--- config.mk ---
export PLATFORM = sky130hd
export DESIGN_NAME = lps_seq_element
export DESIGN_NICKNAME = d
export VERILOG_FILES = /design/src/include/lps_pkg.sv /design/src/lps_seq_next.sv /design/src/lps_seq_element.sv
export SDC_FILE = /design/constraint.sdc
export NUM_CORES = 1
export LEC_CHECK = 0
export BUFFER_PORTS_ARGS = -buffer_cell sky130_fd_sc_hd__buf_4
export CAP_MARGIN = 20
export CORE_MARGIN = 10
export CORE_UTILIZATION = 33
export DETAILED_ROUTE_END_ITERATION = 6
export PLACE_DENSITY_LB_ADDON = 0.15
export SYNTH_ARGS = -nofsm -noshare
export SYNTH_HDL_FRONTEND = slang
export SYNTH_HIERARCHICAL = 1
export SYNTH_SLANG_ARGS = --single-unit
--- constraint.sdc ---
create_clock -name ref_clk -period 1.4 [get_ports ref_clk]
set_input_delay 0.21 -clock ref_clk [delete_from_list [all_inputs] [get_ports ref_clk]]
set_output_delay 0.21 -clock ref_clk [all_outputs]
set_load 0.005 [all_outputs]
--- src/include/lps_pkg.sv ---
// Purpose: Shared constants and types for the lookup-table pair sequential element
// Assumes: APB register access, 32-bit data, one aligned word per register
// Notes:   All offsets are byte addresses
package lps_pkg;

  localparam int LPS_ADDR_W = 8;
  localparam int LPS_DATA_W = 32;

  // Register byte offsets
  localparam logic [LPS_ADDR_W-1:0] LPS_OFS_SEQ_CTRL = 8'h00;
  localparam logic [LPS_ADDR_W-1:0] LPS_OFS_TBL_CTRL = 8'h04;
  localparam logic [LPS_ADDR_W-1:0] LPS_OFS_STATUS   = 8'h08;

  // Field positions
  localparam int LPS_SEL_LSB      = 0;
  localparam int LPS_SEL_MSB      = 1;
  localparam int LPS_EN_BIT       = 0;
  localparam int LPS_STAT_Q_BIT   = 0;
  localparam int LPS_STAT_RST_BIT = 1;
  localparam int LPS_STAT_EN_BIT  = 2;

  localparam logic [LPS_DATA_W-1:0] LPS_ZERO_WORD = 32'h0000_0000;

  // Sequential type select encodings, in field order
  typedef enum logic [1:0] {
    LPS_MODE_DFF,
    LPS_MODE_JK,
    LPS_MODE_DLATCH,
    LPS_MODE_RS
  } lps_mode_e;

  typedef struct packed {
    lps_mode_e               mode;
    logic                    even_en;
    logic                    gclk_d;
    logic                    q;
    logic                    rst_req;
    logic [LPS_DATA_W-1:0]   prdata;
  } lps_state_s;

  localparam lps_state_s LPS_STATE_RST = '{
    mode:    LPS_MODE_DFF,
    even_en: 1'b0,
    gclk_d:  1'b0,
    q:       1'b0,
    rst_req: 1'b0,
    prdata:  32'h0000_0000
  };

endpackage : lps_pkg

--- src/lps_seq_next.sv ---
// Purpose: Next output value of the sequential element for each selected type
// Assumes: Called once per ref_clk cycle with the generic clock rising edge already detected
// Notes:   Purely combinational; the owner holds the state
`timescale 1ns/10ps
module lps_seq_next (
  input  wire lps_pkg::lps_mode_e mode,
  input  wire logic               even_in,
  input  wire logic               odd_in,
  input  wire logic               q,
  input  wire logic               clk_rise,
  input  wire logic               clear,
  output logic                    q_nxt
);

  always_comb
  begin
    q_nxt = q;
    if (clear)
    begin
      q_nxt = 1'b0;
    end
    else
    begin
      case (mode)
        lps_pkg::LPS_MODE_DFF:
        begin
          if (clk_rise && odd_in)
          begin
            q_nxt = even_in;
          end
        end
        lps_pkg::LPS_MODE_JK:
        begin
          if (clk_rise)
          begin
            case ({even_in, odd_in})
              2'h2:    q_nxt = 1'b1;
              2'h1:    q_nxt = 1'b0;
              2'h3:    q_nxt = ~q;
              default: q_nxt = q;
            endcase
          end
        end
        lps_pkg::LPS_MODE_DLATCH:
        begin
          // Transparent while the gate is high, sampled at ref_clk rate
          if (odd_in)
          begin
            q_nxt = even_in;
          end
        end
        default:
        begin
          // Both set and reset high holds, avoiding a race toward either value
          if (even_in && !odd_in)
          begin
            q_nxt = 1'b1;
          end
          else if (odd_in && !even_in)
          begin
            q_nxt = 1'b0;
          end
        end
      endcase
    end
  end

endmodule : lps_seq_next

--- src/lps_seq_element.sv ---
// Purpose: Sequential stage behind one lookup-table pair, configured over APB
// Assumes: All inputs synchronous to ref_clk; generic clock sampled as a level
// Notes:   Output is gated by the even table enable so a disable clears it at once
//
// Summary of operation
// - A selection field picks a gated D flip-flop, JK flip-flop, gated D-latch or RS-latch.
// - In D flip-flop mode data comes from the even table output and the gate from the odd one.
// - While the even table is disabled the output is cleared without waiting for a clock edge.
// - The internal reset request to the flip-flop lasts exactly one bus clock cycle.
// - Without reset, the flip-flop output changes only on rising generic clock edges.
// - Reset clears, gate high loads data, gate low holds.
// - In JK mode J comes from the even table output and K from the odd one.
`timescale 1ns/10ps
module lps_seq_element #(
  parameter int ADDR_W = lps_pkg::LPS_ADDR_W
) (
  input  wire logic              ref_clk,
  input  wire logic              rst_b,
  input  wire logic [ADDR_W-1:0] paddr,
  input  wire logic              psel,
  input  wire logic              penable,
  input  wire logic              pwrite,
  input  wire logic [31:0]       pwdata,
  output logic [31:0]            prdata,
  output logic                   pready,
  output logic                   pslverr,
  input  wire logic              lut_even_out,
  input  wire logic              lut_odd_out,
  input  wire logic              logic_unit_generic_clock,
  output logic                   even_table_enable,
  output logic                   reset_request,
  output logic                   seq_out
);

  lps_pkg::lps_state_s state_r;
  lps_pkg::lps_state_s state_nxt;
  logic                gclk_rise;
  logic                q_core;
  logic                access;
  logic                wr_en;

  function automatic logic is_mapped(input logic [ADDR_W-1:0] a);
    is_mapped = (a == lps_pkg::LPS_OFS_SEQ_CTRL) || (a == lps_pkg::LPS_OFS_TBL_CTRL) ||
                (a == lps_pkg::LPS_OFS_STATUS);
  endfunction : is_mapped

  function automatic logic [31:0] read_word(input logic [ADDR_W-1:0] a, input lps_pkg::lps_state_s s);
    read_word = lps_pkg::LPS_ZERO_WORD;
    if (a == lps_pkg::LPS_OFS_SEQ_CTRL)
    begin
      read_word[lps_pkg::LPS_SEL_MSB:lps_pkg::LPS_SEL_LSB] = s.mode;
    end
    else if (a == lps_pkg::LPS_OFS_TBL_CTRL)
    begin
      read_word[lps_pkg::LPS_EN_BIT] = s.even_en;
    end
    else if (a == lps_pkg::LPS_OFS_STATUS)
    begin
      read_word[lps_pkg::LPS_STAT_Q_BIT]   = s.q & s.even_en;
      read_word[lps_pkg::LPS_STAT_RST_BIT] = s.rst_req;
      read_word[lps_pkg::LPS_STAT_EN_BIT]  = s.even_en;
    end
  endfunction : read_word

  // Zero wait states: the access phase always completes
  assign access  = psel & penable;
  assign pready  = access;
  assign pslverr = access & ~is_mapped(paddr);
  assign wr_en   = access & pwrite & is_mapped(paddr);
  assign prdata  = state_r.prdata;

  assign gclk_rise         = logic_unit_generic_clock & ~state_r.gclk_d;
  assign even_table_enable = state_r.even_en;
  assign reset_request     = state_r.rst_req;
  // Gating by the enable flop makes the clear visible in the same cycle the enable drops
  assign seq_out           = state_r.q & state_r.even_en;

  lps_seq_next u_next (
    .mode     (state_r.mode),
    .even_in  (lut_even_out),
    .odd_in   (lut_odd_out),
    .q        (state_r.q),
    .clk_rise (gclk_rise),
    .clear    (state_r.rst_req | ~state_r.even_en),
    .q_nxt    (q_core)
  );

  always_comb
  begin
    state_nxt        = state_r;
    state_nxt.gclk_d = logic_unit_generic_clock;
    state_nxt.q      = q_core;
    if (psel && !penable && !pwrite)
    begin
      // Read data is captured in setup so the output comes from a flop
      state_nxt.prdata = read_word(paddr, state_r);
    end
    if (wr_en && paddr == lps_pkg::LPS_OFS_SEQ_CTRL)
    begin
      // Software is expected to hold the even table disabled here
      state_nxt.mode = lps_pkg::lps_mode_e'(pwdata[lps_pkg::LPS_SEL_MSB:lps_pkg::LPS_SEL_LSB]);
    end
    if (wr_en && paddr == lps_pkg::LPS_OFS_TBL_CTRL)
    begin
      state_nxt.even_en = pwdata[lps_pkg::LPS_EN_BIT];
    end
    // One-cycle reset pulse on the enable falling
    state_nxt.rst_req = state_r.even_en & ~state_nxt.even_en;
  end

  always_ff @(posedge ref_clk)
  begin
    if (!rst_b)
    begin
      state_r <= lps_pkg::LPS_STATE_RST;
    end
    else
    begin
      state_r <= state_nxt;
    end
  end

  logic ff_mode;
  logic run;
  assign ff_mode = (state_r.mode == lps_pkg::LPS_MODE_DFF) || (state_r.mode == lps_pkg::LPS_MODE_JK);
  assign run     = state_r.even_en & ~state_r.rst_req;
endmodule : lps_seq_element

## Word-level counts from Yosys, hierarchy flattened

Index checks and enable logic that the tools add are counted.

- Register bits: 9
- Input port bits: 48
- Logic and storage cells: 62

- Eq/ne operators: 11
- Mux-type cells: 13
- Bitwise gates (word level): 14
- Reduce and logical (&&, ||, !) cells: 18

Operators with widths:

| operator | count |
|---|---|
| == test 8 x 3 -> 1 bit (second input constant) | 1 |
| == test 8 x 4 -> 1 bit (second input constant) | 1 |
| zero test 8 bit | 1 |
| 2-to-1 mux 1 bit | 8 |
| AND 1 bit | 7 |
| logical AND 1 bit | 7 |
| == test 2 bit (second input constant) | 3 |
| NOT 1 bit | 6 |
| case mux 1 bit (3 select lines) | 2 |
| AND reduction 5 bit | 1 |
| nonzero test 5 bit | 1 |
| == test 2 x 1 -> 1 bit (second input constant) | 2 |
| zero test 1 bit | 4 |
| 2-to-1 mux 2 bit | 2 |
| != test 2 x 1 -> 1 bit (second input constant) | 2 |
| != test 4 x 1 -> 1 bit (second input constant) | 1 |
| 2-to-1 mux 3 bit | 1 |
| zero test 2 bit | 1 |
| logical OR 1 bit | 2 |
| != test 2 bit (second input constant) | 1 |
| OR reduction 2 bit | 1 |
| OR 1 bit | 1 |

## Depth between registers and ports, before layout

- Word-level depth: 8
- Gate-level depth with buffers: 5

## Hierarchy

Netlist, hierarchy kept.

By module, submodules not included:

| module | times used | cells an instance | area each (µm²) | seq. area each (µm²) |
|---|---|---|---|---|
| lps_seq_element | 1 | 82 | 694.4 | 180.2 |
| lps_seq_next | 1 | 7 | 50.0 | 0.0 |

## Worst setup path after synthesis

Ideal clock, no wire load.

- Path type: in2reg
- From: input port paddr[7]
- To: register state_r[36] in the netlist's numbering
- Arrival: 0.979 ns
- Slack: 0.349 ns
- Stages on the path: 3
- Buffers on the path: 0
- Path through: nor4_4 and4b_4 mux2i_1

- Cells in the longest elaborated chain, start to end: 5
- Elaborated cells between the ends (all ways): 7
- Those cells by class: eq/ne: 2; bitwise: 1; reduce/logical: 4

Ends and longest elaborated chain:

| what | line | source |
|---|---|---|
| from (decl) | lps_seq_element.sv:19 | `input wire logic [ADDR_W-1:0] paddr,` |
| == test 8 x 3 -> 1 bit or zero test 8 bit (tied branches) | lps_seq_element.sv:43, lps_seq_element.sv:98 |  |
| logical OR 1 bit (2 in series) | lps_seq_element.sv:43 | `is_mapped = (a == lps_pkg::LPS_OFS_SEQ_CTRL) \|\| (a == lps_pkg::LPS_OFS_TBL_CTRL) \|\|` |
| AND 1 bit | lps_seq_element.sv:69 | `assign wr_en = access & pwrite & is_mapped(paddr);` |
| logical AND 1 bit (*) | lps_seq_element.sv:98 | `if (wr_en && paddr == lps_pkg::LPS_OFS_SEQ_CTRL)` |
| to (signal assigned) | lps_seq_element.sv:115 | `state_r <= lps_pkg::LPS_STATE_RST;` |
| to (signal assigned) | lps_seq_element.sv:119 | `state_r <= state_nxt;` |
| to (decl) | lps_seq_element.sv:35 | `lps_pkg::lps_state_s state_r;` |

Every way passes the cells marked *; elsewhere a longest branch is shown, timed or not.
A chain may end at the register's enable or synchronous reset.

## Worst setup path after layout

- From: input port paddr[7]
- To: output port pslverr

- Cells in the longest elaborated chain, start to end: 5
- Elaborated cells between the ends (all ways): 7
- Those cells by class: eq/ne: 2; bitwise: 2; reduce/logical: 3

Ends and longest elaborated chain:

| what | line | source |
|---|---|---|
| == test 8 x 3 -> 1 bit or zero test 8 bit (tied branches) | lps_seq_element.sv:43 |  |
| logical OR 1 bit | lps_seq_element.sv:43 |  |
| logical OR 1 bit (*) | lps_seq_element.sv:43 |  |
| NOT 1 bit (*) | lps_seq_element.sv:68 | `assign pslverr = access & ~is_mapped(paddr);` |
| AND 1 bit (*) | lps_seq_element.sv:68 |  |
| to (decl) | lps_seq_element.sv:26 | `output logic pslverr,` |

Marks and branches as above.

==> impl_metrics.prom <==
# TYPE chip_impl_metric gauge
chip_impl_metric{name="dp_wirelength",unit="microns"} 1500
chip_impl_metric{name="ratio_of_total_power_to_cell_area",unit="nW/um^2"} 657
chip_impl_metric{name="cp_data_required_time",unit="ns"} 1.19
chip_impl_metric{name="floorplan.core_area",unit="sq um"} 2170
chip_impl_metric{name="power.switching",unit="W"} 0.000147
chip_impl_metric{name="postLayoutCellArea",unit="sq um"} 855
chip_impl_metric{name="clk_transition_reported_paths",unit="ns"} 0.06
chip_impl_metric{name="cts_buffer_depth",unit=""} 2
chip_impl_metric{name="port_buffers",unit=""} 25
chip_impl_metric{name="grt_first_pass_wirelength",unit="microns"} 2620
chip_impl_metric{name="syn_avg_cell_area",unit="sq um"} 8.36
chip_impl_metric{name="route.antenna.remaining_nets",unit=""} 0
chip_impl_info{name="cts_tree",value="built"} 1
chip_impl_metric{name="ctsResizeCount",unit=""} 0
chip_impl_metric{name="drive_above_1_share",unit=""} 0.292
chip_impl_info{name="run_status",value="finished, final reports clean"} 1
chip_impl_info{name="worstSetupEndpointType",value="output port"} 1
chip_impl_metric{name="antenna_found_initial",unit=""} 0
chip_impl_metric{name="yosys_register_bits",unit=""} 9
chip_impl_metric{name="syn_to_final_growth",unit="%"} 14.8
chip_impl_metric{name="dpl_cell_area",unit="sq um"} 828
chip_impl_metric{name="sequential_cell_area",unit="sq um"} 180
chip_impl_info{name="clock_root_buffer",value="clkbuf_4"} 1
chip_impl_metric{name="clock_tree.htree_level_count",unit=""} 1
chip_impl_metric{name="routabilityCongestion",unit=""} 0.672
chip_impl_metric{name="share_of_the_synthesized_area_in_the_top_cell_type",unit=""} 0.323
chip_impl_metric{name="cts-buffers-inserted",unit=""} 3
chip_impl_metric{name="final.setup.tns",unit="ns"} 0
chip_impl_metric{name="antenna_cells",unit=""} 0
chip_impl_metric{name="finalCoreUtilization",unit=""} 0.394
chip_impl_metric{name="post_synth_inst_count",unit=""} 89
chip_impl_metric{name="setup_viol",unit=""} 0
chip_impl_metric{name="drt-wirelength-per-cell",unit="microns"} 12.3
chip_impl_metric{name="clk_latency",unit="ns"} 0.26
chip_impl_metric{name="intPower",unit="W"} 0.000414
chip_impl_metric{name="fp.dieH",unit="microns"} 67.5
chip_impl_metric{name="critPathMaxFanout",unit=""} 5
chip_impl_info{name="unrepaired_setup_endpoints_after_global_routing",value="no"} 1
chip_impl_metric{name="leakagePower",unit="nW"} 0.426
chip_impl_metric{name="min_period",unit="ns"} 1.20
chip_impl_info{name="worst-setup-path-type",value="input pin to output port"} 1
chip_impl_metric{name="route.final.wire_length",unit="microns"} 1740
chip_impl_metric{name="final_min_period_over_clock_period",unit=""} 0.859
chip_impl_info{name="synth_area_leaders",value="buf_4 (32%), dfxtp_1 (24%), nand2_1 (5.5%), mux2i_1 (4.0%), nor4_4 (2.9%)"} 1
chip_impl_metric{name="floorplan.initialDensity",unit=""} 0.343
chip_impl_metric{name="yosysUniqueCellTypes",unit=""} 29
chip_impl_metric{name="final_net_count",unit=""} 162
chip_impl_metric{name="worst_clk_skew",unit="ns"} 0.00412
chip_impl_metric{name="post_cts_setup_inserts",unit=""} 0
chip_impl_metric{name="detailroute.via_count",unit=""} 584
chip_impl_metric{name="detail_route.drc_violations",unit=""} 0
chip_impl_metric{name="timing_hold_violations_final",unit=""} 0
chip_impl_metric{name="vdd.ir_drop.worst",unit="V"} 0.000465
chip_impl_info{name="setup.worst_path.start_class",value="input pin"} 1
chip_impl_metric{name="multiInputGateArea",unit="sq um"} 422
chip_impl_metric{name="cts_hold_repair.buffers",unit=""} 0
chip_impl_metric{name="die_area",unit="sq um"} 4560
chip_impl_metric{name="layout.filler_cells",unit=""} 245
chip_impl_metric{name="grt-ovfl-total",unit=""} 0
chip_impl_metric{name="syn_area",unit="sq um"} 744
chip_impl_info{name="synth.largest_area_cell",value="buf_4"} 1
chip_impl_metric{name="number_of_global_route_vias_before_repair",unit=""} 583
chip_impl_metric{name="grt_usage",unit=""} 0.0749
chip_impl_metric{name="dr.first_iter.drc_count",unit=""} 3
chip_impl_info{name="holdCritPathClass",value="input pin to flip-flop"} 1
chip_impl_metric{name="power.combinational.fraction",unit=""} 0.182
chip_impl_metric{name="critPathArrivalTime",unit="ns"} 0.99
chip_impl_metric{name="floorplan.io_pins",unit=""} 85
chip_impl_metric{name="p_seq_frac",unit=""} 0.459
chip_impl_metric{name="ys_warn_count",unit=""} 6
chip_impl_metric{name="power.total",unit="W"} 0.000562
chip_impl_metric{name="synth_seq_area_share",unit=""} 0.242
chip_impl_metric{name="max_cap_violations",unit=""} 0
chip_impl_metric{name="core.rowCount",unit=""} 17
chip_impl_metric{name="sw_frac_of_total",unit=""} 0.262
chip_impl_metric{name="ratio_of_routed_vias_to_standard_cells",unit=""} 4.14
chip_impl_metric{name="final_max_slew_viol_count",unit=""} 0
chip_impl_metric{name="clock_power_share",unit=""} 0.358
chip_impl_metric{name="dieWidth",unit="microns"} 67.5
chip_impl_metric{name="cts.sink_count",unit=""} 9
chip_impl_metric{name="dr.pass1.iters",unit=""} 2
chip_impl_metric{name="grt_start_max_net_pins",unit=""} 14
chip_impl_metric{name="max_freq",unit="MHz"} 832
[per-layer routing]
layer,share of wire,wire (microns),track usage,vias to the layer above
met5,0,0,0,-
met4,0,0,0.0231,0
met3,0.14,240,0.0463,0
met2,0.49,860,0.126,29
met1,0.37,638,0.0757,262
li1,-,-,-,293
[critical path, cell delays in order]
cell	delay, ns
buf_4	0.12
nor4_4	0.38
a31oi_1	0.13
buf_4	0.15
[power by group through the flow]
stage          logic (W)  clock network, W  registers (W)
6_report        0.000102          0.000201       0.000258
5_1_grt         0.000116          0.000231       0.000258
4_1_cts        0.0000995          0.000214       0.000258
3_5_place_dp   0.0000995                 0       0.000264
3_3_place_gp   0.0000981                 0       0.000264
2_1_floorplan   0.000102                 0       0.000264
[layout make-up]
type	instances	share of cell area
well taps	28	0.0410
inverters	1	0.00439
flip-flops and latches	9	0.211
repair buffers	25	0.220
clock buffers	4	0.0307
multi-input cells	74	0.493
[synthesized netlist by cell type]
cell      number
inv_1          1
and2_1         3
and3b_1        1
mux2_2         1
a21o_1         1
o22a_1         1
nand2_1       11
conb_1         1
nand3_1        1
nor3b_2        1
nor2_1         2
a21bo_2        1
nor4_4         1
and4b_4        1
nor2b_1        1
a211oi_1       1
o22ai_1        3
nand4_1        3
nand3b_1       1
a311oi_1       1
buf_4         32
dfxtp_1        9
a31oi_1        1
clkbuf_1       1
mux2i_1        3
a21oi_1        1
and4b_1        2
nor3_1         1
nand2b_1       2
[kinds of logic after synthesis]
kind of cell | Yosys count | share of synthesized area
AND/OR/NAND/NOR | 31 | 0.267
AO/OA/AOI/OAI | 10 | 0.0975
other | 1 | 0.00504
multiplexers | 4 | 0.0555
flip-flops | 9 | 0.242
buffers and inverters | 34 | 0.333
[sequential cells by signal, summed over array words and instances (netlist names)]
register           count
prdata                 3
reset_request          1
even_table_enable      1
state_r                4
[worst paths after layout]
check / cells past startpoint / slack, ns / end / start
worst max-delay path: 4 / 0.20 / pslverr / paddr[7]
worst min register to register: 2 / 0.47 / prdata[2] / prdata[2]
worst min-delay path: 2 / 0.12 / reset_request / pwdata[0]
worst max register to register: 4 / 0.28 / state_r[33] / state_r[33]
[layout by cell type, fill, tap and decap left out, types with 2 or more instances in the layout]
cell,n
nand2b_1,2
and2_1,3
dfxtp_1,9
nor2_1,2
clkbuf_4,3
mux2i_1,3
buf_4,25
o22ai_1,3
and4b_1,2
nand2_1,11
conb_1,29
nand4_1,3
[metrics by stage]
stage / hold WS (ns) / setup WS [ns] / cells
3_3_place_gp: 0.385 / 0.124 / 137
3_5_place_dp: 0.391 / 0.0977 / 137
4_1_cts: 0.109 / 0.186 / 141
2_1_floorplan: 0.288 / 0.349 / 117
6_report: 0.122 / 0.198 / 141
5_1_grt: 0.110 / 0.125 / 141
No activity file was read; power rests on OpenSTA's default activity.
